--- src/verilog/cdr_consts.vh ---
// Constants for the clock-recovery lock controller and deserializer
// Behaviour
// In data tracking, lost signal detection sends the loop back to reference tracking only in PCIe PIPE mode.
// In data tracking, a recovered clock outside the ppm threshold sends the loop back to reference tracking.
// In automatic mode the locked flag rises on the move to data tracking and falls on the move back.
// In automatic mode the ppm detector and phase detector decide between the two states.
// In manual mode outside logic drives the two force inputs and the state follows their levels alone.
//      The code applies the automatic decision when neither force input is high.
// In manual mode the locked flag is high in data tracking and low in reference tracking.
// Without the manual inputs enabled the controller runs in automatic mode.
// The deserializer builds parallel words of 8 or 10 bits.
// The first received bit of a word lands in bit 0 and later bits in rising positions.
// The deserializer takes two bits per recovered clock period, one on each edge.
// After reset the controller is in reference tracking with the locked flag low.
// Force to data wins, else force to reference, else the automatic decision applies.
`ifndef CDR_CONSTS_VH
`define CDR_CONSTS_VH

`define CDR_ADDR_W 8
`define CDR_OFS_CTRL 8'h00
`define CDR_OFS_STATUS 8'h04
`define CDR_OFS_INT_STAT 8'h08
`define CDR_OFS_INT_MASK 8'h0c
`define CDR_OFS_RX_WORD 8'h10

`define CDR_CTRL_MANUAL 0
`define CDR_CTRL_PIPE 1
`define CDR_CTRL_WIDTH10 2
`define CDR_CTRL_W 3
`define CDR_CTRL_RESET 3'h0

`define CDR_INT_LOCKED 0
`define CDR_INT_UNLOCKED 1
`define CDR_INT_WORD 2
`define CDR_INT_W 3

`define CDR_ST_REF 1'b0
`define CDR_ST_DATA 1'b1

`define CDR_RESP_OKAY 2'h0
`define CDR_RESP_SLVERR 2'h2

`define CDR_WORD_MAX 10
`define CDR_REC_DIV 2

`endif

--- src/verilog/cdr_lock_ctrl.v ---
// Lock controller, deserializer hookup, interrupts and AXI4-Lite registers
//
// Our own choices: the placing of the registers and the AXI4-Lite interface to the registers.
`timescale 1ns/100ps
`include "cdr_consts.vh"

module cdr_lock_ctrl #(
	parameter REC_DIV = `CDR_REC_DIV
) (
	input wire ref_clk_in,
	input wire reset_n_in,
	// Detector and link pins
	input wire ppm_in_range_in,
	input wire phase_ok_in,
	input wire signal_detect_in,
	input wire force_lock_ref_in,
	input wire force_lock_data_in,
	input wire rx_bit_rise_in,
	input wire rx_bit_fall_in,
	// Fabric side
	output wire freq_locked_out,
	output wire lock_state_out,
	output wire [`CDR_WORD_MAX-1:0] rx_word_out,
	output wire rx_word_valid_out,
	output wire irq_out,
	// AXI4-Lite slave
	input wire [`CDR_ADDR_W-1:0] s_axi_awaddr,
	input wire s_axi_awvalid,
	output wire s_axi_awready,
	input wire [31:0] s_axi_wdata,
	input wire [3:0] s_axi_wstrb,
	input wire s_axi_wvalid,
	output wire s_axi_wready,
	output reg [1:0] s_axi_bresp,
	output reg s_axi_bvalid,
	input wire s_axi_bready,
	input wire [`CDR_ADDR_W-1:0] s_axi_araddr,
	input wire s_axi_arvalid,
	output wire s_axi_arready,
	output reg [31:0] s_axi_rdata,
	output reg [1:0] s_axi_rresp,
	output reg s_axi_rvalid,
	input wire s_axi_rready
);

	// Byte-lane merge for write strobes
	function [31:0] cdr_merge;
		input [31:0] old_val;
		input [31:0] new_val;
		input [3:0] strb;
		integer i;
		begin
			cdr_merge = old_val;
			for (i = 0; i < 4; i = i + 1) begin
				if (strb[i]) begin
					cdr_merge[i*8 +: 8] = new_val[i*8 +: 8];
				end
			end
		end
	endfunction

	function cdr_known;
		input [`CDR_ADDR_W-1:0] addr;
		begin
			cdr_known = (addr == `CDR_OFS_CTRL) ||
				(addr == `CDR_OFS_STATUS) ||
				(addr == `CDR_OFS_INT_STAT) ||
				(addr == `CDR_OFS_INT_MASK) ||
				(addr == `CDR_OFS_RX_WORD);
		end
	endfunction

	// Two-stage synchronisers for pin inputs
	reg [6:0] sync1_q;
	reg [6:0] sync2_q;
	wire ppm_ok;
	wire phase_ok;
	wire sig_ok;
	wire force_ref;
	wire force_data;
	wire bit_rise;
	wire bit_fall;

	always @(posedge ref_clk_in or negedge reset_n_in) begin
		if (!reset_n_in) begin
			sync1_q <= 7'h00;
			sync2_q <= 7'h00;
		end else begin
			sync1_q <= {rx_bit_fall_in, rx_bit_rise_in,
				force_lock_data_in, force_lock_ref_in,
				signal_detect_in, phase_ok_in, ppm_in_range_in};
			sync2_q <= sync1_q;
		end
	end

	assign ppm_ok = sync2_q[0];
	assign phase_ok = sync2_q[1];
	assign sig_ok = sync2_q[2];
	assign force_ref = sync2_q[3];
	assign force_data = sync2_q[4];
	assign bit_rise = sync2_q[5];
	assign bit_fall = sync2_q[6];

	// Control and interrupt registers
	reg [`CDR_CTRL_W-1:0] ctrl_q;
	reg [`CDR_INT_W-1:0] int_stat_q;
	reg [`CDR_INT_W-1:0] int_mask_q;
	wire manual_en;
	wire pipe_mode;
	wire width10;

	assign manual_en = ctrl_q[`CDR_CTRL_MANUAL];
	assign pipe_mode = ctrl_q[`CDR_CTRL_PIPE];
	assign width10 = ctrl_q[`CDR_CTRL_WIDTH10];

	// Lock state machine
	reg state_q;
	reg state_d;
	reg auto_d;

	always @* begin
		auto_d = state_q;
		case (state_q)
			`CDR_ST_REF: begin
				if (ppm_ok && phase_ok) begin
					auto_d = `CDR_ST_DATA;
				end
			end
			`CDR_ST_DATA: begin
				if (!ppm_ok) begin
					auto_d = `CDR_ST_REF;
				end else if (pipe_mode && !sig_ok) begin
					auto_d = `CDR_ST_REF;
				end
			end
			default: begin
				auto_d = `CDR_ST_REF;
			end
		endcase
	end

	// Manual overrides sit on top of the automatic choice
	always @* begin
		state_d = auto_d;
		if (manual_en) begin
			if (force_data) begin
				state_d = `CDR_ST_DATA;
			end else if (force_ref) begin
				state_d = `CDR_ST_REF;
			end
		end
	end

	always @(posedge ref_clk_in or negedge reset_n_in) begin
		if (!reset_n_in) begin
			state_q <= `CDR_ST_REF;
		end else begin
			state_q <= state_d;
		end
	end

	// Flag follows the state in both modes
	assign freq_locked_out = (state_q == `CDR_ST_DATA);
	assign lock_state_out = state_q;

	// State edges feed the sticky status
	wire lock_gain;
	wire lock_loss;

	assign lock_gain = (state_q == `CDR_ST_REF) &&
		(state_d == `CDR_ST_DATA);
	assign lock_loss = (state_q == `CDR_ST_DATA) &&
		(state_d == `CDR_ST_REF);

	// Recovered-clock rate step enable
	reg [7:0] div_q;
	wire step;

	assign step = (div_q == 8'h00);

	always @(posedge ref_clk_in or negedge reset_n_in) begin
		if (!reset_n_in) begin
			div_q <= 8'h00;
		end else if (step) begin
			div_q <= REC_DIV[7:0] - 8'h01;
		end else begin
			div_q <= div_q - 8'h01;
		end
	end

	// Deserializer runs only while tracking data
	wire [`CDR_WORD_MAX-1:0] word;
	wire word_valid;

	cdr_deser #(
		.WORD_MAX(`CDR_WORD_MAX)
	) u_deser (
		.ref_clk_in(ref_clk_in),
		.reset_n_in(reset_n_in),
		.step_in(step),
		.bit_rise_in(bit_rise),
		.bit_fall_in(bit_fall),
		.width10_in(width10),
		.clear_in(state_q == `CDR_ST_REF),
		.word_out(word),
		.word_valid_out(word_valid)
	);

	assign rx_word_out = word;
	assign rx_word_valid_out = word_valid;

	// AXI4-Lite write path
	reg aw_got_q;
	reg w_got_q;
	reg [`CDR_ADDR_W-1:0] waddr_q;
	reg [31:0] wdata_q;
	reg [3:0] wstrb_q;
	wire wr_fire;
	wire [31:0] ctrl_wr;
	wire [31:0] mask_wr;
	wire [31:0] clr_wr;
	reg [`CDR_INT_W-1:0] int_clr;
	reg [`CDR_INT_W-1:0] int_set;

	// Each half held until the response handshake
	assign s_axi_awready = !aw_got_q;
	assign s_axi_wready = !w_got_q;
	assign wr_fire = aw_got_q && w_got_q && !s_axi_bvalid;
	assign ctrl_wr = cdr_merge({29'h0, ctrl_q}, wdata_q, wstrb_q);
	assign mask_wr = cdr_merge({29'h0, int_mask_q}, wdata_q, wstrb_q);
	assign clr_wr = cdr_merge(32'h0, wdata_q, wstrb_q);

	always @(posedge ref_clk_in or negedge reset_n_in) begin
		if (!reset_n_in) begin
			aw_got_q <= 1'b0;
			w_got_q <= 1'b0;
			waddr_q <= {`CDR_ADDR_W{1'b0}};
			wdata_q <= 32'h0;
			wstrb_q <= 4'h0;
			s_axi_bvalid <= 1'b0;
			s_axi_bresp <= `CDR_RESP_OKAY;
		end else begin
			if (s_axi_awvalid && !aw_got_q) begin
				aw_got_q <= 1'b1;
				waddr_q <= s_axi_awaddr;
			end
			if (s_axi_wvalid && !w_got_q) begin
				w_got_q <= 1'b1;
				wdata_q <= s_axi_wdata;
				wstrb_q <= s_axi_wstrb;
			end
			if (wr_fire) begin
				s_axi_bvalid <= 1'b1;
				s_axi_bresp <= cdr_known(waddr_q) ?
					`CDR_RESP_OKAY : `CDR_RESP_SLVERR;
			end else if (s_axi_bvalid && s_axi_bready) begin
				s_axi_bvalid <= 1'b0;
				aw_got_q <= 1'b0;
				w_got_q <= 1'b0;
			end
		end
	end

	always @(posedge ref_clk_in or negedge reset_n_in) begin
		if (!reset_n_in) begin
			ctrl_q <= `CDR_CTRL_RESET;
			int_mask_q <= {`CDR_INT_W{1'b0}};
		end else if (wr_fire) begin
			if (waddr_q == `CDR_OFS_CTRL) begin
				ctrl_q <= ctrl_wr[`CDR_CTRL_W-1:0];
			end
			if (waddr_q == `CDR_OFS_INT_MASK) begin
				int_mask_q <= mask_wr[`CDR_INT_W-1:0];
			end
		end
	end

	// Sticky status; a new event wins over a clear
	always @* begin
		int_clr = {`CDR_INT_W{1'b0}};
		if (wr_fire && waddr_q == `CDR_OFS_INT_STAT) begin
			int_clr = clr_wr[`CDR_INT_W-1:0];
		end
		int_set = {`CDR_INT_W{1'b0}};
		int_set[`CDR_INT_LOCKED] = lock_gain;
		int_set[`CDR_INT_UNLOCKED] = lock_loss;
		int_set[`CDR_INT_WORD] = word_valid;
	end

	always @(posedge ref_clk_in or negedge reset_n_in) begin
		if (!reset_n_in) begin
			int_stat_q <= {`CDR_INT_W{1'b0}};
		end else begin
			int_stat_q <= (int_stat_q & ~int_clr) | int_set;
		end
	end

	assign irq_out = |(int_stat_q & int_mask_q);

	// AXI4-Lite read path
	reg [31:0] rd_val;

	// One read in flight; unmapped reads give zero
	assign s_axi_arready = !s_axi_rvalid;

	always @* begin
		rd_val = 32'h0;
		case (s_axi_araddr)
			`CDR_OFS_CTRL: begin
				rd_val[`CDR_CTRL_W-1:0] = ctrl_q;
			end
			`CDR_OFS_STATUS: begin
				rd_val[3:0] = {sig_ok, phase_ok, ppm_ok, state_q};
			end
			`CDR_OFS_INT_STAT: begin
				rd_val[`CDR_INT_W-1:0] = int_stat_q;
			end
			`CDR_OFS_INT_MASK: begin
				rd_val[`CDR_INT_W-1:0] = int_mask_q;
			end
			`CDR_OFS_RX_WORD: begin
				rd_val[`CDR_WORD_MAX-1:0] = word;
			end
			default: begin
				rd_val = 32'h0;
			end
		endcase
	end

	always @(posedge ref_clk_in or negedge reset_n_in) begin
		if (!reset_n_in) begin
			s_axi_rvalid <= 1'b0;
			s_axi_rdata <= 32'h0;
			s_axi_rresp <= `CDR_RESP_OKAY;
		end else if (s_axi_arvalid && !s_axi_rvalid) begin
			s_axi_rvalid <= 1'b1;
			s_axi_rdata <= rd_val;
			s_axi_rresp <= cdr_known(s_axi_araddr) ?
				`CDR_RESP_OKAY : `CDR_RESP_SLVERR;
		end else if (s_axi_rvalid && s_axi_rready) begin
			s_axi_rvalid <= 1'b0;
		end
	end

endmodule // cdr_lock_ctrl

--- src/verilog/cdr_deser.v ---
// Deserializer: two bits per recovered-clock step into 8- or 10-bit words
`timescale 1ns/100ps
`include "cdr_consts.vh"

module cdr_deser #(
	parameter WORD_MAX = `CDR_WORD_MAX
) (
	input wire ref_clk_in,
	input wire reset_n_in,
	input wire step_in,
	input wire bit_rise_in,
	input wire bit_fall_in,
	input wire width10_in,
	input wire clear_in,
	output reg [WORD_MAX-1:0] word_out,
	output reg word_valid_out
);

	reg [WORD_MAX-1:0] acc_q;
	reg [3:0] pos_q;
	wire [3:0] last_pos;
	reg [WORD_MAX-1:0] acc_d;

	assign last_pos = width10_in ? 4'h8 : 4'h6;

	always @* begin
		acc_d = acc_q;
		acc_d[pos_q] = bit_rise_in;
		acc_d[pos_q + 4'h1] = bit_fall_in;
	end

	always @(posedge ref_clk_in or negedge reset_n_in) begin
		if (!reset_n_in) begin
			acc_q <= {WORD_MAX{1'b0}};
			pos_q <= 4'h0;
			word_out <= {WORD_MAX{1'b0}};
			word_valid_out <= 1'b0;
		end else begin
			word_valid_out <= 1'b0;
			if (clear_in) begin
				pos_q <= 4'h0;
				acc_q <= {WORD_MAX{1'b0}};
			end else if (step_in) begin
				if (pos_q == last_pos) begin
					pos_q <= 4'h0;
					acc_q <= {WORD_MAX{1'b0}};
					word_out <= width10_in ? acc_d :
						{2'h0, acc_d[7:0]};
					word_valid_out <= 1'b1;
				end else begin
					pos_q <= pos_q + 4'h2;
					acc_q <= acc_d;
				end
			end
		end
	end

endmodule // cdr_deser

--- config.mk ---
export PLATFORM = sky130hd
export DESIGN_NAME = cdr_lock_ctrl
export DESIGN_NICKNAME = d
export VERILOG_FILES = /design/src/verilog/cdr_lock_ctrl.v /design/src/verilog/cdr_deser.v
export VERILOG_INCLUDE_DIRS = /design/src /design/src/verilog
export SDC_FILE = /design/constraint.sdc
export NUM_CORES = 1
export LEC_CHECK = 0
export ABC_AREA = 1
export BUFFER_PORTS_ARGS = -buffer_cell sky130_fd_sc_hd__buf_2
export CAP_MARGIN = 20
export CELL_PAD_IN_SITES_DETAIL_PLACEMENT = 1
export CELL_PAD_IN_SITES_GLOBAL_PLACEMENT = 1
export CORE_MARGIN = 2
export CORE_UTILIZATION = 37
export CTS_CLUSTER_DIAMETER = 50
export CTS_CLUSTER_SIZE = 24
export DETAILED_ROUTE_END_ITERATION = 16
export PLACE_DENSITY = 0.87
export SYNTH_ARGS = -nofsm -noshare
export SYNTH_HDL_FRONTEND = slang
export SYNTH_SLANG_ARGS = --single-unit
--- constraint.sdc ---
create_clock -name ref_clk_in -period 1.9 [get_ports ref_clk_in]
set_input_delay 0.285 -clock ref_clk_in [delete_from_list [all_inputs] [get_ports ref_clk_in]]
set_output_delay 0.285 -clock ref_clk_in [all_outputs]
set_load 0.01 [all_outputs]
Yosys cells after proc, flatten, opt, wreduce, memory -nomap -nowiden
Index checks and enable logic that the tools add are counted.
Widths: inputs -> output; s select.
{ "totals": {"ff_bits": 87, "out_inout_bits": 55, "wordCells": 122} }
{ "op_classes": {"add_sub_neg": 3, "order_cmp": 4, "n_eq_ne": 10, "muxes": 42, "bitwise_logic": 6, "n_reduce_logical": 36} }
{ "ops": {"columns": ["op", "count"], "rows": [
  ["$mux 10", 4],
  ["$eq 8x4->1 const B", 4],
  ["$logic_not 8->1", 3],
  ["$mux 1", 21],
  ["$bwmux 10", 2],
  ["$eq 8x3->1 const B", 2],
  ["$eq 8x5->1 const B", 2],
  ["$mux 4", 4],
  ["$pmux 3 s5", 1],
  ["$logic_and 1x1->1", 14],
  ["$lt 4x5->1 const B", 2],
  ["$reduce_and 3->1", 3],
  ["$demux 1 s4", 2],
  ["$ge 4x1->1 const B", 2],
  ["$logic_or 1x1->1", 8],
  ["$mux 8", 1],
  ["$sub 8x1->8 const B", 1],
  ["$and 3x3->3", 2],
  ["$mux 3", 2],
  ["$mux 6", 1],
  ["$logic_not 1->1", 5],
  ["$add 4x1->4 const B", 1],
  ["$add 4x2->4 const B", 1],
  ["$eq 4x4->1", 1],
  ["8 further kinds", 12]
]} }

Logic depth before layout (Yosys ltp)
Gate-level depths: netlist of run 1.
{ "depth": {"word_depth": 11, "depth_mapped": 9, "mapped_depth_nobuf": 9} }

Modules after synthesis
From an unflattened synthesis of run 1, not the netlist that was laid out.
{ "unflattened": {"cells_unflattened": 443, "area_unflattened_um2": 3932.5} }
{ "by_module_without_submodules": {"columns": ["module", "n_inst", "cells_per_inst", "area_per_inst_um2", "seq_area_each_um2"], "rows": [
  ["cdr_lock_ctrl", 1, 301, 2781.4, 1501.4],
  ["cdr_deser", 1, 142, 1151.1, 600.6]
]} }

Least setup slack after synthesis of run 1
OpenSTA, ideal clock, no wires.
{ "synth_timing": {"path_type": "register to register", "from": "reg div_q[0]", "to": "reg u_deser.acc_q[9]", "arrival_ps": 1389, "slack_ps": 382, "path_stages_with_launch": 9, "path_buffers": 1, "synth_period_minus_slack_ps": 1518, "cell_sequence": "dfrtp_1 inv_1 ha_1 nand3_1 nor3_4 nor2_1 buf_4 nand2_1 o21ai_0"} }
{ "synth_between": {"elab_chain_len": 2} }
{ "synth_lines": {"columns": ["element", "line_no", "rtl"], "rows": [
  ["start, declared", "cdr_lock_ctrl.v:176", "reg [7:0] div_q;"],
  ["start signal, assigned", "cdr_lock_ctrl.v:185", "div_q <= REC_DIV[7:0] - 8'h01;"],
  ["start signal, assigned", "cdr_lock_ctrl.v:187", "div_q <= div_q - 8'h01;"],
  ["$logic_not 8->1", "cdr_lock_ctrl.v:179", "assign step = (div_q == 8'h00);"],
  ["$ne 2x1->1 (no source line)", null, null],
  ["end signal, assigned", "cdr_deser.v:34", "acc_q <= {WORD_MAX{1'b0}};"],
  ["end signal, assigned", "cdr_deser.v:42", "acc_q <= {WORD_MAX{1'b0}};"],
  ["end signal, assigned", "cdr_deser.v:46", "acc_q <= {WORD_MAX{1'b0}};"],
  ["end, declared", "cdr_deser.v:19", "reg [WORD_MAX-1:0] acc_q;"]
]} }
No other way between the ends.
A chain may end at the register's enable or synchronous reset.

Final worst setup path of run 1
{ "layout_timing": {"from": "reg div_q[0]", "to": "reg u_deser.acc_q[2]"} }
Same word-level chain as after synthesis.

==> flow_summary.yaml, run 1 <==
setup_path:
  cp.arrival_ns: 1.98
  crit_fanout: 9
  r2r_setup_slack_ns: 0.22
  cp_slowest_stage_delay_ns: 0.40
  worst-path-buf-inv: 2
  reg2reg_depth: 8
  reg2reg_from: "div_q[0]"
  cp-start-kind: "register"
  cp_top_family: "simple AND/OR/NAND/NOR gates"
  crit_chain: "inv_1 > ha_1 > nand3_1 > nor3_4 > nand3_2 > clkinv_1 > nand2_1 > nand2_1"
  required_ns: 2.20
  r2r-end: "u_deser.acc_q[2]"
  end_kind: "register"
  cpMostUsedCell: "nand2_1"
  crit_type: "reg -> reg"
  slowest_stage: "dfrtp_1"
routing:
  post-route-drc-count: 0
  wl_met1_um: 4033
  routedWlPerCell_um: 14.20
  wl_met2_um: 4662
  drtPass1Iterations: 4
  vias_per_cell: 4.776
  vias: 3128
  wl_um: 9304
  drt_iter0_drc: 125
  wl_met3_um: 439
  top_layer_used: "met4"
  ant_nets: 0
clocking:
  cts_root_buf: "clkbuf_8"
  clock_path_buffers: 2
  htreeDepth: 3
  cts_tree: "yes"
  clk_pin_slew_ns: 0.08
  clkLatencyLatePin_ns: 0.36
  cts.sinks: 84
  numCtsBuffers: 9
sta:
  skew_ns: 0.01241
  fmax_mhz: 595.1
  timing.final.crit_period_ns: 1.680
  drv_slew: 0
  setup_viol: 0
  relSlewSlack: 0.6493
  tns_ns: 0
  tightest_slew_ns: 0.5254
  fin_crit_sh: 0.8844
  hold_viol: 0
  rsz0062_at_grt: "no"
synth:
  yosys-top-cells-count: "nand2_1 (116), dfrtp_1 (84), nor2_1 (49)"
  synth_most_common_cell: "nand2_1"
  yosys-top-cells-area: "dfrtp_1 (55%), nand2_1 (11%), buf_4 (5.1%), nor2_1 (4.8%), o21ai_0 (4.6%)"
  synth_largest_area_cell: "dfrtp_1"
  ys_types: 29
  async_flop_share: 1.000
  syn_area_per_cell_um2: 8.665
  yosysSeqAreaShare: 0.5514
  ys.flop_type: "dfrtp_1"
  yosys_warnings: 0
  syn_area_um2: 3812
  synth_edf_count: 0
  synth-seq-cells: 84
  yosysTopAreaCellShare: 0.5514
  syn_inst: 440
power_and_ir_drop:
  ir_drop_v: 0.0003168
  total_power_mw: 4.187
  cellPowerDensity_nw_per_um2: 945.8
  p_leak_nw: 2.333
placed_design:
  gp_congestion: 0.7999
  port_buffers: 64
  dp_hpwl_um: 7026
die:
  fp.dieH_um: 105.5
  ios: 121
  initial_core_util: 0.3743
  num_rows: 37
  coreArea_um2: 10180
  die_w_um: 105.5
  die-area_um2: 11130
hold_path:
  worstHoldEndpoint: "sync1_q[5]"
  hp-start: "rx_bit_rise_in"
  hold_class: "in -> reg"
  hold_depth: 1
layout:
  drive_above_1_share: 0.2004
  diodes: 0
  nFillCells: 1280
  final_nets: 584
  multiInputGateArea_um2: 1398
  syn2layout_area_growth_pct: 16.11
  seq_area_um2: 2102
outcome:
  outcome: "finished clean"
global_routing:
  antenna_found_initial: 0
  gr-total-overflow: 0
  grtUsageTotal: 0.1746
  grt_start_max_net_pins: 38
  grt_pass1_wl_um: 15530
  grt_pass1_vias: 3277
flow_run:
  max_cap_violations: 0
[kinds of logic (layout without fill, tap and decap cells)]
| logic type | after synthesis | after routing | synth area share |
|---|---|---|---|
| buf+inv | 76 | 132 | 0.1053 |
| mux | 5 | 5 | 0.01477 |
| fa+ha+maj | 3 | 3 | 0.009847 |
| simple gates | 210 | 210 | 0.2320 |
| xor+xnor | 3 | 3 | 0.006893 |
| compound gates | 58 | 58 | 0.07876 |
| flops | 84 | 84 | 0.5514 |
| other cells | 1 | 24 | 0.0009836 |
[metal layers]
metal / vias up / global-route usage
li1: 1502 / -
met3: 14 / 0.04886
met1: 1549 / 0.2139
met4: 0 / 0.06955
met5: - / 0
met2: 63 / 0.2917
[cell type report]
| cell class | count | share of cell area |
|---|---|---|
| sequential | 84 | 0.4748 |
| clock buffer | 10 | 0.03109 |
| inverter | 45 | 0.03816 |
| tap | 136 | 0.03844 |
| clock inverter | 5 | 0.01187 |
| multi-input combinational | 303 | 0.3157 |
| timing repair buffer | 72 | 0.08988 |
[power by group]
group          switching, mW  leakage, nW  total, mW  internal (mW)
clock                  0.628       0.0979       1.26          0.629
combinational          0.482         1.17      0.745          0.263
sequential             0.160         1.06       2.18           2.02
total                   1.27         2.33       4.19           2.92
[worst register-to-register path, delay by kind of cell (launching register included)]
kind / cells / cell delay (ns)
adder cells (fa/ha/maj): 1 / 0.16
flip-flops: 1 / 0.40
buffers and inverters: 2 / 0.30
AND/OR/NAND/NOR: 5 / 0.77
[stage by stage]
stage               cell area [µm²]  cells  setup WS, ns  hold WS (ns)  utilization
global route                   4427    655       0.04266      0.006960       0.4346
CTS                            4424    655       0.07517       0.01159       0.4344
floorplan                      3899    463        0.3820      -0.01059            -
global placement               4224    639        0.1760        0.2773       0.4147
detailed placement             4224    639        0.1227        0.2892       0.4147
finish                         4427    655        0.2196       0.02663       0.4346
[layout by cell type (no fill, tap or decap), drive strengths merged]
master and instances:
inv 44, clkbuf 10, ha 3, or2 1
clkinv 4, dlygate4sd3 1, bufinv 1, nand4 6
dfrtp 84, nor3 6, o211ai 2, a31oi 2
clkinvlp 1, nor2 50, xnor2 1, mux2 5
nand2 119, nand3 28, buf 71, a21oi 13
conb 24, xor2 2, a21boi 1, o21ai 40
[sequential cells by signal, summed over array words and instances (netlist names), 7 cells and up]
| register | count |
|---|---|
| div_q | 8 |
| s_axi_rdata | 10 |
| sync1_q | 7 |
| sync2_q | 7 |
| u_deser.acc_q | 10 |
| u_deser.word_out | 10 |
| waddr_q | 8 |
[what timing repair did]
item,in CTS,in global routing
gates resized for setup,0,2
setup buffers,0,0
hold buffers,1,0
hold endpoints to repair,35,0
setup endpoints to repair,0,14
[how the worst max path moves through the flow]
| stage | slack [ns] | from | endpoint | cells after the start |
|---|---|---|---|---|
| 6_report | 0.22 | div_q[0] | u_deser.acc_q[2] | 8 |
| 5_1_grt | 0.04 | div_q[0] | u_deser.acc_q[3] | 8 |
| 4_1_cts | 0.08 | div_q[0] | u_deser.acc_q[9] | 7 |
| 3_5_place_dp | 0.12 | div_q[0] | u_deser.pos_q[1] | 7 |
| 3_3_place_gp | 0.18 | div_q[0] | u_deser.acc_q[9] | 7 |
| 2_1_floorplan | 0.38 | div_q[0] | u_deser.acc_q[9] | 8 |
No activity file was read; power rests on OpenSTA's default activity.
==> run 2, diff against run 1 <==
Settings changed: CORE_ASPECT_RATIO set to 0.7.
==> run 2 against run 1 <==
Against the previous run:
- clock skew fell by 0.0082 ns
- die area rose by 0.12%
- core utilization rose by 2.2 points
- critical endpoint is now u_deser.acc_q[4]
- largest power group unchanged
==> flow_summary.yaml, run 2 (synthesis results as in run 1) <==
global_routing:
  grtUsageTotal: 0.1821
  antenna_found_initial: 0
  grt_pass1_wl_um: 15930
  gr-total-overflow: 0
  grt_start_max_net_pins: 49
  grt_pass1_vias: 3278
power_and_ir_drop:
  pwr-share-clk: 0.358
  p_sw_frac: 0.2951
  p_leak_nw: 2.361
  p_seq_frac: 0.481
  total_power_mw: 4.559
  ir_drop_v: 0.0005074
  power.internal_mw: 3.213
  cellPowerDensity_nw_per_um2: 1011
  combPwrFrac: 0.162
  p_switching_mw: 1.345
layout:
  syn2layout_area_growth_pct: 18.28
  final_common_cell: "nand2_1"
  final_nets: 584
  design_area_um2: 4509
  final_util: 0.4568
  mostFrequentLayoutCells: "nand2_1 (116), dfrtp_1 (84), buf_2 (63), nor2_1 (48), inv_1 (39)"
  largest_registers: "s_axi_rdata (10), u_deser.acc_q (10), u_deser.word_out (10)"
  drive_above_1_share: 0.2019
  diodes: 0
clocking:
  numCtsBuffers: 9
  cts_setup_buffers: 0
  clk_pin_slew_ns: 0.06
  cts_root_buf: "clkbuf_16"
  clkLatencyLatePin_ns: 0.34
  clock_path_buffers: 2
  cts_tree: "yes"
  htreeDepth: 3
  cts.sinks: 84
placed_design:
  gp_congestion: 0.7952
  dp_hpwl_um: 7173
  place_area_um2: 4214
  place_ws_ns: 0.05880
  port_buffers: 64
setup_path:
  reg2reg_depth: 9
  cp.arrival_ns: 1.97
  crit_type: "reg -> reg"
  end_kind: "register"
  required_ns: 2.13
  reg2reg_from: "u_deser.pos_q[3]"
  r2r_setup_slack_ns: 0.16
  crit_fanout: 9
  r2r-end: "u_deser.acc_q[4]"
  cp-start-kind: "register"
routing:
  drt_iter0_drc: 155
  vias: 3067
  ant_nets: 0
  routedWlPerCell_um: 14.30
  drtPass1Iterations: 4
  vias_per_cell: 4.733
  post-route-drc-count: 0
  wl_um: 9268
hold_path:
  hold_class: "in -> reg"
  worstHoldEndpoint: "sync1_q[6]"
  hold_depth: 1
  hp-start: "rx_bit_fall_in"
flow_run:
  max_cap_violations: 0
sta:
  hold_viol: 0
  fin_crit_sh: 0.9177
  tightest_slew_ns: 0.5674
  timing.final.crit_period_ns: 1.744
  setup_viol: 0
  rsz0062_at_grt: "yes"
  skew_ns: 0.004229
  fmax_mhz: 573.5
  relSlewSlack: 0.6213
  drv_slew: 0
  post-route-worst-setup-slack_ns: 0.1563
die:
  num_rows: 30
  die-area_um2: 11140
  coreArea_um2: 9872
  initial_core_util: 0.3862
  fp.dieH_um: 88.93
  ios: 121
  die_w_um: 125.3
outcome:
  outcome: "finished clean"
[run 2: stage by stage]
step / hold WS (ns) / instances / TNS, ns
after detailed placement: 0.2825 / 631 / 0
after global routing: 0.03641 / 648 / -0.01591
after global placement: 0.2730 / 631 / 0
after floorplan: -0.01059 / 463 / 0
final: 0.05113 / 648 / 0
after CTS: 0.03952 / 648 / 0
[run 2: power by group through the flow]
stage          registers [mW]  logic, mW  clock network, mW
6_report                 2.19      0.738               1.63
5_1_grt                  2.22      0.839               1.76
4_1_cts                  2.19      0.745               1.67
3_5_place_dp             2.22      0.740                  0
3_3_place_gp             2.20      0.701                  0
2_1_floorplan            2.20      0.472                  0
[run 2: layer usage]
layer / part of all wire / GRT usage / vias up
li1: - / - / 1505
met1: 0.48 / 0.2371 / 1488
met2: 0.47 / 0.3034 / 61
met3: 0.036 / 0.04488 / 13
met4: 0.016 / 0.06566 / 0
met5: 0 / 0 / -
[run 2: worst max-delay path by stage]
stage                           startpoint                to  slack [ns]  cells after the start
after floorplan                   div_q[0]  u_deser.acc_q[9]        0.38                      8
after global placement            div_q[0]  u_deser.pos_q[2]        0.22                      7
after detailed placement          div_q[0]  u_deser.acc_q[4]        0.06                      7
after CTS                         div_q[0]  u_deser.pos_q[3]        0.04                      7
after global routing              div_q[0]  u_deser.acc_q[7]       -0.02                      8
final                     u_deser.pos_q[3]  u_deser.acc_q[4]        0.16                      9
[run 2: cell type report]
type                    count  area (µm²)
repair buffers             72       397.9
fillers                  1209        5363
flip-flops and latches     84        2102
inverters                  45       172.7
clock buffers              11       242.7
clock inverters             5       36.28
multi-input cells         303        1398
well taps                 128       160.2
[run 2: critical path: stages, from the launching register on]
cell	delay, ns
dfrtp_1	0.42
inv_2	0.07
nor2_1	0.11
nand2_1	0.14
nand2_1	0.09
nand2_1	0.18
nand3_2	0.22
clkinvlp_4	0.21
nand2_1	0.12
nand2_1	0.05
[run 2: repair_timing]
item,CTS,global route
endpoints found under the hold margin,36,0
setup endpoints to repair,0,13
hold buffers,1,0
gates resized for setup,0,3
==> run 3, diff against run 2 <==
Settings changed: BUFFER_PORTS_ARGS -buffer_cell sky130_fd_sc_hd__buf_2 to not set, CORE_MARGIN 2 to not set, CORE_UTILIZATION 37 to 45, DONT_BUFFER_PORTS set to 1, PLACE_DENSITY 0.87 to 0.85.
==> run 3 against run 2 <==
Against the previous run:
- the run now ends with design-rule violations, negative hold slack left
- die area decreased by 21%
- maximum frequency increased by 4.7%
- final cell count is 13% lower
- register-to-register slack better by 0.08 ns
- largest cell class unchanged
- combinational power down 24%
- sequential share of layout area rose by 3.1 points
- hold slack got worse by 0.41 ns
==> flow_summary.yaml, run 3 (synthesis results as in run 1) <==
outcome:
  violations: "design-rule violations, negative hold slack"
  outcome: "finished, violations left"
die:
  initial_core_util: 0.4742
  coreArea_um2: 8040
  die_w_um: 112.0
  ios: 121
  num_rows: 27
  die-area_um2: 8850
  fp.dieH_um: 79.01
clocking:
  htreeDepth: 3
  clk_pin_slew_ns: 0.06
  cts_setup_buffers: 0
  cts_root_buf: "clkbuf_16"
  cts_tree: "yes"
  clock_path_buffers: 2
  cts.sinks: 84
  clkLatencyLatePin_ns: 0.34
  numCtsBuffers: 9
  cts_hold_buffers: 7
sta:
  hold_viol: 84
  setup_viol: 0
  fin_crit_sh: 0.8764
  tns_ns: 0
  fmax_mhz: 600.6
  timing.final.crit_period_ns: 1.665
  relSlewSlack: 0.6565
  rsz0062_at_grt: "no"
  skew_ns: 0.006250
  drv_slew: 0
  tightest_slew_ns: 0.5147
  hold_slack_ns: -0.3611
routing:
  wl_um: 8662
  drtPass1Iterations: 12
  vias: 2881
  routedWlPerCell_um: 15.44
  drt_iter0_drc: 123
  ant_nets: 0
  vias_per_cell: 5.135
  post-route-drc-count: 8
layout:
  design_area_um2: 4227
  diodes: 0
  drive_above_1_share: 0.08261
  nFillCells: 965
  final_util: 0.5257
  largest_registers: "s_axi_rdata (10), u_deser.acc_q (10), u_deser.word_out (10)"
  syn2layout_area_growth_pct: 10.86
  final_nets: 525
  mostFrequentLayoutCells: "nand2_1 (116), dfrtp_1 (84), nor2_1 (48), inv_1 (39), o21ai_0 (35)"
  final_common_cell: "nand2_1"
  layout.cells.non_filler: 561
setup_path:
  cp-start-kind: "register"
  crit_fanout: 8
  end_kind: "register"
  required_ns: 2.12
  crit_type: "reg -> reg"
  cp.arrival_ns: 1.88
placed_design:
  place_area_um2: 3837
  placed_cells: 539
  dp_hpwl_um: 6385
  gp_congestion: 0.8072
  port_buffers: 0
global_routing:
  grtUsageTotal: 0.2165
  antenna_found_initial: 0
  gr-total-overflow: 0
  grt_pass1_wl_um: 14630
  grt_start_max_net_pins: 85
  grt_pass1_vias: 3024
hold_path:
  hold_class: "in -> async"
power_and_ir_drop:
  p_leak_nw: 2.123
  ir_drop_v: 0.0007171
  cellPowerDensity_nw_per_um2: 1099
flow_run:
  max_cap_violations: 0
## run 3: cell types whose count changed in the layout (fill, tap and decap cells not counted), sizes merged
cell	previous run	this run
clkinv	1	3
bufinv	0	2
inv	45	44
clkinvlp	4	0
buf	71	6
dlygate4sd3	1	7
## run 3: layout make-up
class                      instances  area (µm²)  area share
clock inverter                     4       73.82     0.01747
sequential                        84        2102      0.4973
clock buffer                      11       242.7     0.05743
multi-input combinational        303        1398      0.3307
inverter                          45       168.9     0.03996
timing repair buffer              13       115.1     0.02723
tap                              101       126.4     0.02990
## run 3: path summary, 6_finish.rpt
kind	cells past startpoint	slack, ns	end	start
min in group ref_clk_in	1	0.06	s_axi_rvalid	s_axi_rready
max in group asynchronous	0	2.11	s_axi_rresp[1]	reset_n_in
worst min register to register	0	0.35	sync2_q[0]	sync1_q[0]
worst max-delay path	8	0.23	u_deser.word_out[6]	div_q[0]
worst min-delay path	0	-0.36	waddr_q[0]	reset_n_in
worst max register to register	8	0.23	u_deser.word_out[6]	div_q[0]
## run 3: report_power, final
| group | leakage, nW | switching (mW) | internal [mW] |
|---|---|---|---|
| Clock | 0.156 | 0.671 | 1.18 |
| Combinational | 0.905 | 0.373 | 0.190 |
| Sequential | 1.06 | 0.203 | 2.03 |
| Total | 2.12 | 1.25 | 3.40 |
## run 3: what timing repair did
item,in CTS,in global routing
resized for setup,0,1
endpoints found under the setup margin,0,12
hold endpoints to repair,91,84
## run 3: per-layer routing
layer	GRT usage	wire, µm
met1	0.2762	3944
met2	0.3422	4074
met3	0.07557	520
met4	0.08267	123
met5	0	0
## run 3: critical path: stages, from the launching register on
cell and delay (ns):
dfrtp_1 0.39, inv_1 0.08, ha_1 0.15, nand3_1 0.11
nor3_4 0.28, nand2_4 0.13, buf_4 0.17, o21ai_0 0.15
nand2_1 0.07
## run 3: through the flow
stage / hold WS [ns] / total power [mW] / worst slack (ns)
4_1_cts: -0.3721 / 4.689 / 0.05248
2_1_floorplan: -0.01059 / 2.673 / 0.3820
3_5_place_dp: -0.007784 / 2.807 / 0.07133
6_report: -0.3611 / 4.644 / 0.2349
5_1_grt: -0.3746 / 4.860 / 0.03152
3_3_place_gp: -0.007912 / 2.759 / 0.1835
